File: config.mk
export PLATFORM = sky130hd
export DESIGN_NAME = lpd_panel_ctrl
export DESIGN_NICKNAME = d
export VERILOG_FILES = /design/src/design/lpd_panel_ctrl.v
export VERILOG_INCLUDE_DIRS = /design/src /design/src/design
export SDC_FILE = /design/constraint.sdc
export NUM_CORES = 1
export LEC_CHECK = 0
export ABC_AREA = 0
export BUFFER_PORTS_ARGS = -buffer_cell sky130_fd_sc_hd__buf_2
export CAP_MARGIN = 20
export CORE_MARGIN = 2
export CORE_UTILIZATION = 40
export CTS_BUF_LIST = sky130_fd_sc_hd__clkbuf_16
export DETAILED_ROUTE_END_ITERATION = 10
export REMOVE_ABC_BUFFERS = 1
export SLEW_MARGIN = 20
export SYNTH_ARGS = -nofsm -noshare
export SYNTH_HDL_FRONTEND = slang
export SYNTH_SLANG_ARGS = --single-unit
export TNS_END_PERCENT = 30
File: constraint.sdc
create_clock -name MCLK_IN -period 4.3 [get_ports MCLK_IN]
set_clock_uncertainty 0.2 [all_clocks]
set_input_delay 0.43 -clock MCLK_IN [delete_from_list [all_inputs] [get_ports MCLK_IN]]
set_output_delay 0.43 -clock MCLK_IN [all_outputs]
set_load 0.005 [all_outputs]
File: src/design/lpd_map.vh
`ifndef LPD_MAP_VH
`define LPD_MAP_VH
// Register offsets
`define LPD_OFS_PIN_SHARE   8'h39
`define LPD_OFS_DISP_CTRL   8'h3a
`define LPD_OFS_CLK_DRIVE   8'h3b
`define LPD_OFS_STATUS      8'h3c
// Reset values
`define LPD_RST_PIN_SHARE   8'h1f
`define LPD_RST_DISP_CTRL   8'h80
`define LPD_RST_CLK_DRIVE   8'hf0
// Frame buffer window
`define LPD_FB_BASE         13'h1000
`define LPD_FB_HIGH_BASE    13'h1080
`define LPD_FB_LAST         13'h10af
`define LPD_FB_SEGS         48
// Field positions
`define LPD_BIT_PUMP_OFF    7
`define LPD_BIT_BLANK       6
`define LPD_BIT_INVERT      5
`define LPD_BIT_KEY_WAKE    4
`define LPD_BIT_BIAS        5
`define LPD_BIT_SHARE_EN    4
`define LPD_BIT_BYPASS      3
// Drive level codes on the 3-bit level buses
`define LPD_LVL_GND         3'h0
`define LPD_LVL_ONE         3'h1
`define LPD_LVL_TWO         3'h2
`define LPD_LVL_THREE       3'h3
`define LPD_LVL_FOUR        3'h4
`define LPD_LVL_PEAK        3'h5
// Duty codes
`define LPD_DUTY_12         2'h2
`define LPD_DUTY_8          2'h3
// Frame timing at 40 MHz system clock
`define LPD_CLK_HZ          40000000
`define LPD_FRAME_64_HZ     64
`define LPD_FRAME_85_HZ     85
`define LPD_SLOW_OSC_HZ     32768
`define LPD_WAKE_PULSE_CYC  3'h4
`endif

File: src/design/lpd_panel_ctrl.v
// How it works
// - Frame buffer at 1000h..102Fh and 1080h..10AFh, read and written as memory.
// - Sixteen commons and 32 fixed segments; 16 more shared with ports.
// - Pump off bit 7 of display control: one is off.
// - Alternation toggles every frame and steers every drive level except the wake pulse peak.
// - Common: selected peak/ground, unselected level one/four.
// - Segment: selected peak/ground, unselected level two/three.
// - Duty field bits 7:6: 0x 1/16, 10 1/12, 11 1/8.
// - Bias bit 5 set gives quarter bias, clear fifth bias.
// - Share enable clear gives ports; set makes first n+1 pads segments.
// - Blank bit 6 hides display while commons keep scanning.
// - Invert bit 5 reverses all pixels.
// - Key wake bit 4 inserts pulses into shared segments.
// - Contrast mapping for 1/16 and 1/8 duty at 64 and 85 Hz.
// - Contrast mapping for 1/12 duty at 64 and 85 Hz.
// - Drive strength bits 7:4, code 0 is level 16 at 1/16 or 1/8 duty and 64 Hz.
// - Bypass bit 3 drives display without the converter.
// - Frame clock field picks source and 64 or 85 Hz rate.
// - Slow oscillator source keeps scanning during power down.
// - Segment n at 1000h+n for commons 0-7, 1080h+n for 8-15.
// - Wake pulses merge into segment waveform for a port A wake.
`timescale 1ns/1ps
`include "lpd_map.vh"
module lpd_panel_ctrl #(
  parameter CLK_HZ = `LPD_CLK_HZ,
  parameter ROW_64_CYC = CLK_HZ / (`LPD_FRAME_64_HZ * 16),
  parameter ROW_85_CYC = CLK_HZ / (`LPD_FRAME_85_HZ * 16),
  parameter SLOW_DIV = CLK_HZ / `LPD_SLOW_OSC_HZ
) (
  input  wire         MCLK_IN,
  input  wire         RST_N_IN,
  input  wire         CLK_EN_IN,
  input  wire [7:0]   REG_ADDR_IN,
  input  wire [7:0]   REG_WDATA_IN,
  input  wire         REG_WR_IN,
  input  wire         REG_RD_IN,
  output reg  [7:0]   REG_RDATA_OUT,
  input  wire [12:0]  FB_ADDR_IN,
  input  wire [7:0]   FB_WDATA_IN,
  input  wire         FB_WR_IN,
  input  wire         FB_RD_IN,
  output reg  [7:0]   FB_RDATA_OUT,
  input  wire         SLOW_OSC_IN,
  input  wire         POWER_DOWN_IN,
  output reg  [47:0]  COM_LEVEL_OUT,
  output reg  [143:0] SEG_LEVEL_OUT,
  output reg  [15:0]  PAD_IS_SEG_OUT,
  output reg          ALT_OUT,
  output reg          PUMP_ON_OUT,
  output reg          PUMP_BYPASS_OUT,
  output reg          QUARTER_BIAS_OUT,
  output reg  [4:0]   CONTRAST_LEVEL_OUT,
  output reg  [4:0]   DRIVE_LEVEL_OUT
);

  reg         rst_s1_q;
  reg         rst_n_q;
  reg  [1:0]  slow_sync_q;
  reg         slow_prev_q;
  reg  [7:0]  pin_share_q;
  reg  [7:0]  disp_ctrl_q;
  reg  [7:0]  clk_drive_q;
  // Low bank bytes 0..47, high bank bytes 48..95
  reg  [7:0]  fb_mem [0:95];
  reg  [19:0] row_cnt_q;
  reg  [3:0]  com_idx_q;
  reg  [2:0]  wake_cnt_q;
  reg  [4:0]  contrast_q;
  reg  [4:0]  drive_q;
  reg  [4:0]  seg_idx;
  reg  [6:0]  fb_idx;
  reg  [19:0] row_len;
  reg  [4:0]  duty_rows;
  reg         sel;
  reg         pix;
  reg         row_tick;
  integer     i;

  wire        fast_85  = clk_drive_q[0];
  wire        use_slow = (clk_drive_q[2:1] == 2'h0);
  wire        slow_edge = slow_sync_q[1] & ~slow_prev_q;
  wire        fb_hit_lo = (FB_ADDR_IN >= `LPD_FB_BASE) &&
                          (FB_ADDR_IN < `LPD_FB_BASE + `LPD_FB_SEGS);
  wire        fb_hit_hi = (FB_ADDR_IN >= `LPD_FB_HIGH_BASE) &&
                          (FB_ADDR_IN <= `LPD_FB_LAST);

  // Level code: peak/ground when selected, middle levels otherwise
  function [2:0] drive_level;
    input is_com;
    input selected;
    input alt;
    begin
      if (selected)
        drive_level = alt ? `LPD_LVL_PEAK : `LPD_LVL_GND;
      else if (is_com)
        drive_level = alt ? `LPD_LVL_ONE : `LPD_LVL_FOUR;
      else
        drive_level = alt ? `LPD_LVL_TWO : `LPD_LVL_THREE;
    end
  endfunction

  // Code to level: level = top - (code - knee) clipped at top
  function [4:0] code_level;
    input [3:0] code;
    input [4:0] top;
    begin
      if ({1'b0, code} + top <= 5'h10)
        code_level = top;
      else
        code_level = 5'h10 - {1'b0, code};
    end
  endfunction

  // Literal table: the knee sits at a different code in each column
  function [4:0] contrast_map;
    input       d12;
    input       f85;
    input [3:0] code;
    begin
      case ({d12, f85, code})
        // Sixteen or eight rows, 64 Hz
        6'h00: contrast_map = 5'd12;
        6'h01: contrast_map = 5'd12;
        6'h02: contrast_map = 5'd12;
        6'h03: contrast_map = 5'd12;
        6'h04: contrast_map = 5'd12;
        6'h05: contrast_map = 5'd11;
        6'h06: contrast_map = 5'd10;
        6'h07: contrast_map = 5'd9;
        6'h08: contrast_map = 5'd8;
        6'h09: contrast_map = 5'd7;
        6'h0a: contrast_map = 5'd6;
        6'h0b: contrast_map = 5'd5;
        6'h0c: contrast_map = 5'd4;
        6'h0d: contrast_map = 5'd3;
        6'h0e: contrast_map = 5'd2;
        6'h0f: contrast_map = 5'd1;

        // Sixteen or eight rows, 85 Hz
        6'h10: contrast_map = 5'd8;
        6'h11: contrast_map = 5'd8;
        6'h12: contrast_map = 5'd8;
        6'h13: contrast_map = 5'd8;
        6'h14: contrast_map = 5'd8;
        6'h15: contrast_map = 5'd8;
        6'h16: contrast_map = 5'd8;
        6'h17: contrast_map = 5'd8;
        6'h18: contrast_map = 5'd8;
        6'h19: contrast_map = 5'd7;
        6'h1a: contrast_map = 5'd6;
        6'h1b: contrast_map = 5'd5;
        6'h1c: contrast_map = 5'd4;
        6'h1d: contrast_map = 5'd3;
        6'h1e: contrast_map = 5'd2;
        6'h1f: contrast_map = 5'd1;

        // Twelve rows, 64 Hz
        6'h20: contrast_map = 5'd16;
        6'h21: contrast_map = 5'd15;
        6'h22: contrast_map = 5'd14;
        6'h23: contrast_map = 5'd13;
        6'h24: contrast_map = 5'd12;
        6'h25: contrast_map = 5'd11;
        6'h26: contrast_map = 5'd10;
        6'h27: contrast_map = 5'd9;
        6'h28: contrast_map = 5'd8;
        6'h29: contrast_map = 5'd7;
        6'h2a: contrast_map = 5'd6;
        6'h2b: contrast_map = 5'd5;
        6'h2c: contrast_map = 5'd4;
        6'h2d: contrast_map = 5'd3;
        6'h2e: contrast_map = 5'd2;
        6'h2f: contrast_map = 5'd1;

        // Twelve rows, 85 Hz
        6'h30: contrast_map = 5'd10;
        6'h31: contrast_map = 5'd10;
        6'h32: contrast_map = 5'd10;
        6'h33: contrast_map = 5'd10;
        6'h34: contrast_map = 5'd10;
        6'h35: contrast_map = 5'd10;
        6'h36: contrast_map = 5'd10;
        6'h37: contrast_map = 5'd9;
        6'h38: contrast_map = 5'd8;
        6'h39: contrast_map = 5'd7;
        6'h3a: contrast_map = 5'd6;
        6'h3b: contrast_map = 5'd5;
        6'h3c: contrast_map = 5'd4;
        6'h3d: contrast_map = 5'd3;
        6'h3e: contrast_map = 5'd2;
        default: contrast_map = 5'd1;
      endcase
    end
  endfunction

  // Drive strength: a clipped ramp, only the top differs per column
  // Same shape as the contrast ramp, so the clipping helper is reused
  function [4:0] drive_map;
    input       d12;
    input       f85;
    input [3:0] code;
    begin
      case ({d12, f85})
        2'b00:   drive_map = code_level(code, 5'd16);
        2'b01:   drive_map = code_level(code, 5'd12);
        2'b10:   drive_map = code_level(code, 5'd11);
        default: drive_map = code_level(code, 5'd8);
      endcase
    end
  endfunction

  // Release delayed two edges so every flop leaves reset together
  always @(posedge MCLK_IN or negedge RST_N_IN)
  begin
    if (!RST_N_IN)
    begin
      rst_s1_q <= 1'b0;
      rst_n_q  <= 1'b0;
    end
    else
    begin
      rst_s1_q <= 1'b1;
      rst_n_q  <= rst_s1_q;
    end
  end

  // Row length in system clocks for the chosen rate
  always @*
  begin
    case (pin_share_q[7:6])
      `LPD_DUTY_12: duty_rows = 5'd12;
      `LPD_DUTY_8:  duty_rows = 5'd8;
      default:      duty_rows = 5'd16;
    endcase
    // Slow source rows counted in oscillator edges
    if (use_slow)
      row_len = fast_85 ? 20'd24 : 20'd32;
    else
      row_len = fast_85 ? ROW_85_CYC[19:0] : ROW_64_CYC[19:0];
    row_tick = (row_cnt_q + 20'd1 >= row_len);
  end

  always @(posedge MCLK_IN or negedge rst_n_q)
  begin
    if (!rst_n_q)
    begin
      slow_sync_q <= 2'h0;
      slow_prev_q <= 1'b0;
      pin_share_q <= `LPD_RST_PIN_SHARE;
      disp_ctrl_q <= `LPD_RST_DISP_CTRL;
      clk_drive_q <= `LPD_RST_CLK_DRIVE;
      row_cnt_q   <= 20'h0;
      com_idx_q   <= 4'h0;
      ALT_OUT     <= 1'b0;
      wake_cnt_q  <= 3'h0;
      contrast_q  <= 5'h0c;
      drive_q     <= 5'h01;
      REG_RDATA_OUT <= 8'h00;
      FB_RDATA_OUT  <= 8'h00;
    end
    else if (CLK_EN_IN)
    begin
      slow_sync_q <= {slow_sync_q[0], SLOW_OSC_IN};
      slow_prev_q <= slow_sync_q[1];
      REG_RDATA_OUT <= 8'h00;
      FB_RDATA_OUT  <= 8'h00;
      if (REG_WR_IN)
      begin
        case (REG_ADDR_IN)
          `LPD_OFS_PIN_SHARE: pin_share_q <= REG_WDATA_IN;
          `LPD_OFS_DISP_CTRL: disp_ctrl_q <= REG_WDATA_IN;
          `LPD_OFS_CLK_DRIVE: clk_drive_q <= REG_WDATA_IN;
          default: ;
        endcase
      end
      if (REG_RD_IN)
      begin
        case (REG_ADDR_IN)
          `LPD_OFS_PIN_SHARE: REG_RDATA_OUT <= pin_share_q;
          `LPD_OFS_DISP_CTRL: REG_RDATA_OUT <= disp_ctrl_q;
          `LPD_OFS_CLK_DRIVE: REG_RDATA_OUT <= clk_drive_q;
          // Status is read-only; writes fall to the default branch
          `LPD_OFS_STATUS:    REG_RDATA_OUT <= {3'h0, ALT_OUT, com_idx_q};
          default:            REG_RDATA_OUT <= 8'h00;
        endcase
      end
      if (FB_RD_IN && (fb_hit_lo || fb_hit_hi))
        FB_RDATA_OUT <= fb_mem[fb_hit_hi ? FB_ADDR_IN[5:0] + 7'd48 : FB_ADDR_IN[5:0]];
      // slow source ticks ignore power down
      if (!POWER_DOWN_IN || use_slow)
      begin
        if (!use_slow || slow_edge)
          row_cnt_q <= row_tick ? 20'h0 : row_cnt_q + 20'd1;
        if ((!use_slow || slow_edge) && row_tick)
        begin
          // Wake pulse restarts at every row start
          wake_cnt_q <= `LPD_WAKE_PULSE_CYC;
          if ({1'b0, com_idx_q} + 5'd1 >= duty_rows)
          begin
            com_idx_q <= 4'h0;
            ALT_OUT <= ~ALT_OUT;
            contrast_q <= contrast_map(pin_share_q[7:6] == `LPD_DUTY_12, fast_85,
                                       disp_ctrl_q[3:0]);
            drive_q <= drive_map(pin_share_q[7:6] == `LPD_DUTY_12, fast_85, clk_drive_q[7:4]);
          end
          else
            com_idx_q <= com_idx_q + 4'd1;
        end
        else if (wake_cnt_q != 3'h0)
          wake_cnt_q <= wake_cnt_q - 3'd1;
      end
    end
  end

  // Memory has no reset: contents are undefined until software fills them
  always @(posedge MCLK_IN)
  begin
    // two half buffers for the two common banks
    if (CLK_EN_IN && FB_WR_IN && (fb_hit_lo || fb_hit_hi))
      fb_mem[fb_hit_hi ? FB_ADDR_IN[5:0] + 7'd48 : FB_ADDR_IN[5:0]] <= FB_WDATA_IN;
  end

  // Scan reads the buffer directly; only the bus port is registered
  always @*
  begin
    seg_idx = 5'h0;
    fb_idx = 7'h0;
    sel = 1'b0;
    pix = 1'b0;
    PUMP_ON_OUT = ~disp_ctrl_q[`LPD_BIT_PUMP_OFF];
    PUMP_BYPASS_OUT = clk_drive_q[`LPD_BIT_BYPASS];
    QUARTER_BIAS_OUT = pin_share_q[`LPD_BIT_BIAS];
    CONTRAST_LEVEL_OUT = contrast_q;
    DRIVE_LEVEL_OUT = drive_q;
    for (i = 0; i < 16; i = i + 1)
      COM_LEVEL_OUT[3*i +: 3] = drive_level(1'b1, com_idx_q == i[3:0], ALT_OUT);
    for (i = 0; i < 48; i = i + 1)
    begin
      fb_idx = com_idx_q[3] ? i[6:0] + 7'd48 : i[6:0];
      pix = fb_mem[fb_idx][3'd7 - com_idx_q[2:0]];
      sel = (pix ^ disp_ctrl_q[`LPD_BIT_INVERT]) & ~disp_ctrl_q[`LPD_BIT_BLANK];
      SEG_LEVEL_OUT[3*i +: 3] = drive_level(1'b0, sel, ALT_OUT);
      if (i >= 32 && disp_ctrl_q[`LPD_BIT_KEY_WAKE] && wake_cnt_q != 3'h0)
        SEG_LEVEL_OUT[3*i +: 3] = `LPD_LVL_PEAK;
    end
    for (i = 0; i < 16; i = i + 1)
    begin
      seg_idx = i[4:0];
      PAD_IS_SEG_OUT[i] = pin_share_q[`LPD_BIT_SHARE_EN] &&
                          (seg_idx <= {1'b0, pin_share_q[3:0]});
    end
  end

endmodule // lpd_panel_ctrl

==> impl_results.md, run 1 <==
- VDD IR max: 0.000396 V
- IO Count: 284
- Ys async rst share: a little under 10%
- CP max-delay cell: mux4_2
- Final Setup Violations: 0
- Worst path arrival time: about 3.5 ns
- Least-Margin Pin Slew: around 1 ns
- Reg clk slew, reported paths: around 0.06 ns
- CTS H-tree depth: 3
- I/O Buffers: around 270
- Pins Over Slew Limit: 0
- Die height: about 330 um
- Type of origin of the critical path: register
- Syn avg cell area: ~17 um^2
- Pwr Total: 27000 uW
- Critical path capture point type: output pin
- WP data required: between 3 and 4 ns
- DRC violations left: 0
- Sequential fraction of the synthesis area: about three fifths
- Crit Path Class: reg2out
- Total core area: 107000 um^2
- Cell taking the most area after synthesis: edfxtp_1
- #FFs+latches synth: 851
- # fillers: approximately 9k
- Global-route wire length before repair: 190 mm
- Initial antenna violation count: 6
- Die Area: 110000 um^2
- Static Leakage: 0.0173 uW
- WP buf/inv: 3
- Yosys warnings: 0
- Pwr per Cell Area: ~540 nW/um^2
- Share of post-route cells with drive strength above 1: 36.6%
- EDFF count, synth: ~770
- Synthesized instance count: 2529
- Slowest cell delay on critical path: 0.57 ns
- Max_cap viols: 0
- Drt total wl: 131 mm
- Clk sinks: 851
- Status: completed
- Post-route insts no fill: 4310
- GR Overflow Total: 0
- Post-route minimum period: 4.14 ns
- GRT Total Usage: 23.4%
- Most common cell on crit path: mux4_2
- DP Cell Count: 4115
- Vias: 26.5k
- Fmax: 242 MHz
- Crit-path cells: buf_4, buf_16, mux4_2, mux4_2, xnor2_1, nor2_1, ha_1, nand2_1, buf_2
- Avg WL per Cell: 30.4 um
- Initial drt markers: roughly 3.5k
- Vias in the first global route: approximately 27k
- Post-DP HPWL: 90.7 mm
- Layout Nets: 2963
- Main flop type after synthesis: edfxtp_1
- Hold Vio Cnt, Final: 0
- Fin crit share: 96.2%
- Die width: 332 um
- Area share of the largest cell type after synthesis: 53.6%
- Largest cells by area after synthesis: edfxtp_1, mux4_2, dfrtp_1
- First-pass DRT Iterations: 5
- Mapped Area: 43000 um^2
- Final ANT Viol Nets: 0
- Hold Crit Class: in2reg
- Std cell rows: 120
- CTS tree: done
- Area delta synth->final: 15.5%
- Root Driver: clkbuf_16
- Worst skew pair latency: ~0.66 ns
- Routed vias/inst: slightly above 6
- CTS max path bufs: 3
- Critical Path Fanout Max: 16
- Unique masters post-synth: 83
- Routability cong.: ~0.95
- CTS Buf Count: 90
- CP delay by family, top: multiplexers
- Setup TNS: 0 ns
- Starting density of the core: 40.2%
- RSZ-0062 raised after global routing: no
- Rel. slew slack: between 30 and 40%
- Largest net degree at the start of global routing: 97
-- tightest hold or removal path, delay by kind of cell --
kind / cells / cell delay [ns]
AOI/OAI and AO/OA: 2 / 0.33
buffers and inverters: 1 / 0.12
-- sequential cells by signal, summed over array words and instances, names as in the netlist, 2 cells and up --
signal              flops
CONTRAST_LEVEL_OUT      5
DRIVE_LEVEL_OUT         5
FB_RDATA_OUT            8
REG_RDATA_OUT           8
clk_drive_q             8
com_idx_q               4
disp_ctrl_q             8
fb_mem                768
pin_share_q             8
row_cnt_q              20
slow_sync_q             2
wake_cnt_q              3
-- cell usage after synthesis, types with 11 or more instances --
| library cell | number |
|---|---|
| mux2i_1 | 18 |
| a22oi_1 | 15 |
| o2bb2ai_1 | 13 |
| ha_1 | 81 |
| nand4_1 | 12 |
| a21oi_1 | 28 |
| xor2_1 | 25 |
| buf_2 | 45 |
| o31ai_1 | 11 |
| o21ai_0 | 20 |
| a211oi_1 | 13 |
| and2_1 | 17 |
| mux4_2 | 444 |
| nand3_1 | 28 |
| nand2_1 | 106 |
| xnor2_1 | 58 |
| buf_1 | 33 |
| clkbuf_1 | 94 |
| dfrtp_1 | 70 |
| mux4_1 | 12 |
| nor2b_1 | 25 |
| dfstp_2 | 13 |
| mux2_2 | 43 |
| edfxtp_1 | 768 |
| nand2b_1 | 23 |
| inv_1 | 95 |
| and3_1 | 13 |
| nor2_1 | 217 |
| buf_4 | 41 |
-- repair_timing --
action,CTS,global route
pin swaps,0,0
endpoints found under the hold margin,35,0
gates cloned,0,3
resized for setup,2,7
setup endpoints to repair,69,61
setup buffers,4,6
hold buffers,17,0
-- stage by stage --
stage               setup slack [ns]  utilization [%]  hold WS [ns]  cell area, um^2
detailed placement             0.261             43.3        0.0218            46300
global placement               0.332             43.3        0.0184            46300
CTS                          0.00498             46.2        0.0475            49400
finish                         0.162             46.5        0.0911            49700
floorplan                      -5.56                -       -0.0656            42000
global route                 0.00473             46.5         0.102            49700
-- cell usage in the layout, fill, tap and decap left out, types with 15 or more instances in the layout --
| master | count |
|---|---|
| xnor2_1 | 58 |
| mux2_2 | 43 |
| nor2_1 | 214 |
| nand2_1 | 106 |
| o21ai_0 | 20 |
| xor2_1 | 25 |
| buf_12 | 20 |
| a22oi_1 | 15 |
| mux2i_1 | 18 |
| inv_1 | 113 |
| edfxtp_1 | 768 |
| clkinv_2 | 21 |
| buf_4 | 109 |
| and2_1 | 17 |
| conb_1 | 17 |
| dlygate4sd3_1 | 17 |
| ha_1 | 80 |
| nand3_1 | 27 |
| a21oi_1 | 28 |
| buf_2 | 257 |
| nand2b_1 | 22 |
| nor2b_1 | 24 |
| clkbuf_16 | 96 |
| dfrtp_1 | 62 |
| mux4_2 | 444 |
-- per-layer routing --
layer | track usage, % | vias to the layer above | part of all wire, %
li1 | - | 10800 | -
met1 | 32.2 | 13900 | 39
met2 | 37.6 | 1575 | 48
met3 | 4.85 | 229 | 9.4
met4 | 6.97 | 8 | 3.2
met5 | 0 | - | 0.040
-- where the power goes --
part / total [uW] / switching [uW] / internal (uW)
Sequential: 9500 / 359 / 9140
Combinational: 9770 / 4790 / 4970
Clock: 7750 / 3250 / 4500
Total: 27000 / 8400 / 18600
-- kinds of logic after synthesis --
family	after synthesis	share of synthesized area (%)
adders and majority gates	82	2.38
other	2	0.0175
DFF	851	58.5
buffers and inverters	315	3.34
xor gates and xnor gates	83	1.69
muxes	517	25.5
AOI/OAI and AO/OA	186	3.24
and+or+nand+nor	493	5.34
-- final cells by class --
class                      count  area, um^2  share of cell area (%)
antenna                        1        2.50                 0.00504
inverter                      97         364                   0.733
clock buffer                  93        2330                    4.68
clock inverter                69         577                    1.16
timing repair buffer         418        2960                    5.95
multi-input combinational   1378       16500                    33.2
sequential                   851       25200                    50.7
tap                         1403        1760                    3.53
-- final timing paths --
kind                               start                    end  slack [ns]  cells after the start
max in group asynchronous        rst_n_q           com_idx_q[1]        2.75                      1
min                        POWER_DOWN_IN          wake_cnt_q[2]        0.09                      3
min reg2reg                     rst_s1_q                rst_n_q        0.15                      0
max reg2reg                 row_cnt_q[0]  CONTRAST_LEVEL_OUT[1]        0.32                     15
max                         com_idx_q[3]     SEG_LEVEL_OUT[108]        0.16                      9
min in group asynchronous        rst_n_q       REG_RDATA_OUT[1]        0.21                      0
No activity file was read; power rests on OpenSTA's default activity.
==> run 2: changes to the inputs <==
==> constraint.sdc (replaced) <==
create_clock -name MCLK_IN -period 5.3 [get_ports MCLK_IN]
set_clock_uncertainty 0.2 [all_clocks]
set_input_delay 0.53 -clock MCLK_IN [delete_from_list [all_inputs] [get_ports MCLK_IN]]
set_output_delay 0.53 -clock MCLK_IN [all_outputs]
set_load 0.005 [all_outputs]
==> impl_results.md, run 2 (synthesis gave the netlist of run 1 again) <==
- Status: completed
- Reg clk slew, reported paths: 0.06 ns (about the same)
- Root Driver: clkbuf_16
- Pwr per Cell Area: 443 nW/um^2 (-18%)
- Static Leakage: 0.0172 uW (-0.78%)
- Routability cong.: 0.964 (+1.6%)
- Fmax: 208 MHz
- Initial drt markers: 3587 (+3.0%)
- Worst path arrival time: 4.09 ns (+0.58 ns)
- VDD IR max: 0.000320 V (-19%)
- DRC violations left: 0 (unchanged)
- Fin crit share: 90.9%
- Reg2reg start: row_cnt_q[0]
- Hold Path Stages: 3 (unchanged)
- Type of origin of the critical path: register
- Reg-to-Reg End: com_idx_q[0]
- R2R Setup Slk: 1.10 ns (+0.78 ns)
- Least-Margin Pin Slew: 1.05 ns (+0.0389 ns)
- IO Count: 284 (unchanged)
- Die Area: 110000 um^2 (unchanged)
- Post-DP HPWL: 90.9 mm (+0.17%)
- Critical path capture point type: output pin
- Vias: 26.2k (-1.1%)
- Commonest non-fill, non-tap cell in the layout: edfxtp_1
- Critical Path Fanout Max: 45 (+29)
- Routed vias/inst: 6.11 (-0.62%)
- GR Overflow Total: 0 (unchanged)
- Hold Vio Cnt, Final: 0 (unchanged)
- Std cell rows: 120 (unchanged)
- Max FFs per register: 768 (unchanged)
- Clk sinks: 851 (unchanged)
- Largest net degree at the start of global routing: 105 (+8.2%)
- Placed instance area: 46200 um^2 (-0.21%)
- Worst skew pair latency: 0.66 ns (about the same)
- Drt total wl: 129 mm (-1.3%)
- WP data required: 4.57 ns (+0.90 ns)
- GRT Total Usage: 23.3% (-0.15 points)
- Total core area: 107000 um^2 (unchanged)
- CTS Buf Count: 91 (+1.1%)
- Avg WL per Cell: 30.2 um (-0.77%)
- Min-delay src: REG_RD_IN
- CTS max path bufs: 3 (unchanged)
- Starting density of the core: 40.2% (unchanged)
- # resized after CTS: 0 (-2)
- Pwr Total: 21900 uW (-19%)
- First-pass DRT Iterations: 8 (+3)
- Area delta synth->final: 14.9%
- CTS H-tree depth: 3 (unchanged)
- Commonest non-fill, non-tap cells in the layout: edfxtp_1, mux4_2, buf_2
- Rel. slew slack: 29.8% (-0.84 points)
- I/O Buffers: 267 (unchanged)
- Share of post-route cells with drive strength above 1: 36.0% (-0.58 points)
- Final Setup Violations: 0 (unchanged)
- Crit Path Class: reg2out
- Worst Reg-to-Reg Cells: 14 (-1)
- Die height: 332 um (unchanged)
- Global-route wire length before repair: 188 mm (-0.94%)
- Hold Crit Class: in2reg
- Max_cap viols: 0 (unchanged)
- Final ANT Viol Nets: 0 (unchanged)
- Initial antenna violation count: 6 (unchanged)
- Layout Nets: 2936 (-0.91%)
- Post-route minimum period: a little under 5 ns
- Post-layout instance area: 49400 um^2 (-0.52%)
- Die width: 332 um (unchanged)
- RSZ-0062 raised after global routing: no
- CTS tree: done
- Vias in the first global route: 26.4k (-1.1%)
- Hold EP: REG_RDATA_OUT[5]
- Final Util: 46.2% (-0.24 points)
- Pins Over Slew Limit: 0 (unchanged)
- Setup TNS: 0 ns (unchanged)
==> run 2: cell types whose count changed in the layout (fill, tap and decap cells not counted), moves of 4 or more <==
| cell | before | now |
|---|---|---|
| buf_6 | 6 | 1 |
| buf_12 | 20 | 16 |
| dlygate4sd3_1 | 17 | 11 |
| buf_4 | 109 | 102 |
| clkinv_1 | 14 | 19 |
| clkinv_2 | 21 | 16 |
==> run 2: per-layer routing <==
layer,vias to the layer above,GRT usage (%),share of wire (%)
met4,2,6.41,2.9
met3,180,4.46,9.8
met5,-,0,0.0093
met2,1584,37.6,48
met1,13700,32.3,39
li1,10700,-,-
==> run 2: metrics by stage <==
stage | instances | hold WS, ns | setup WS [ns]
after CTS | 4285 | 0.00607 | 0.397
after floorplan | 2326 | 0.0344 | -4.66
final | 4288 | 0.0388 | 0.482
after global placement | 4107 | 0.120 | 1.09
after detailed placement | 4107 | 0.119 | 1.11
after global routing | 4286 | 0.0281 | 0.179
==> run 2: worst max path at each step <==
stage	from	endpoint	slack (ns)
after CTS	com_idx_q[3]	SEG_LEVEL_OUT[141]	0.40
after detailed placement	row_cnt_q[0]	com_idx_q[0]	1.11
after global placement	com_idx_q[3]	SEG_LEVEL_OUT[30]	1.09
after floorplan	com_idx_q[3]	SEG_LEVEL_OUT[102]	-4.66
final	com_idx_q[3]	SEG_LEVEL_OUT[30]	0.48
after global routing	com_idx_q[3]	SEG_LEVEL_OUT[48]	0.18
==> run 2: power breakdown <==
group / switching [uW] / internal, uW
Clock: 2690 / 3870
Sequential: 464 / 7410
Combinational: 3610 / 3850
==> run 2: timing repair <==
item	4_1_cts	5_1_grt
setup buffers	0	0
hold buffers	11	0
setup endpoints to repair	0	0
endpoints found under the hold margin	27	0
==> run 2: critical path, cell delays in order (launching register included) <==
cell and delay [ns]:
dfrtp_4 1.11, buf_12 0.29, mux4_2 0.53, mux4_2 0.47, xnor2_1 0.39, nor2_1 0.11
ha_1 0.32, inv_1 0.05, buf_2 0.10
==> run 2: layout make-up <==
cell class              count  area, um^2
well taps                1403        1760
repair buffers            390        2550
inverters                  97         364
clock inverters            70         636
multi-input cells        1378       16500
fillers                  9113       57500
clock buffers              97        2430
diodes                      2        5.00
flip-flops and latches    851       25200
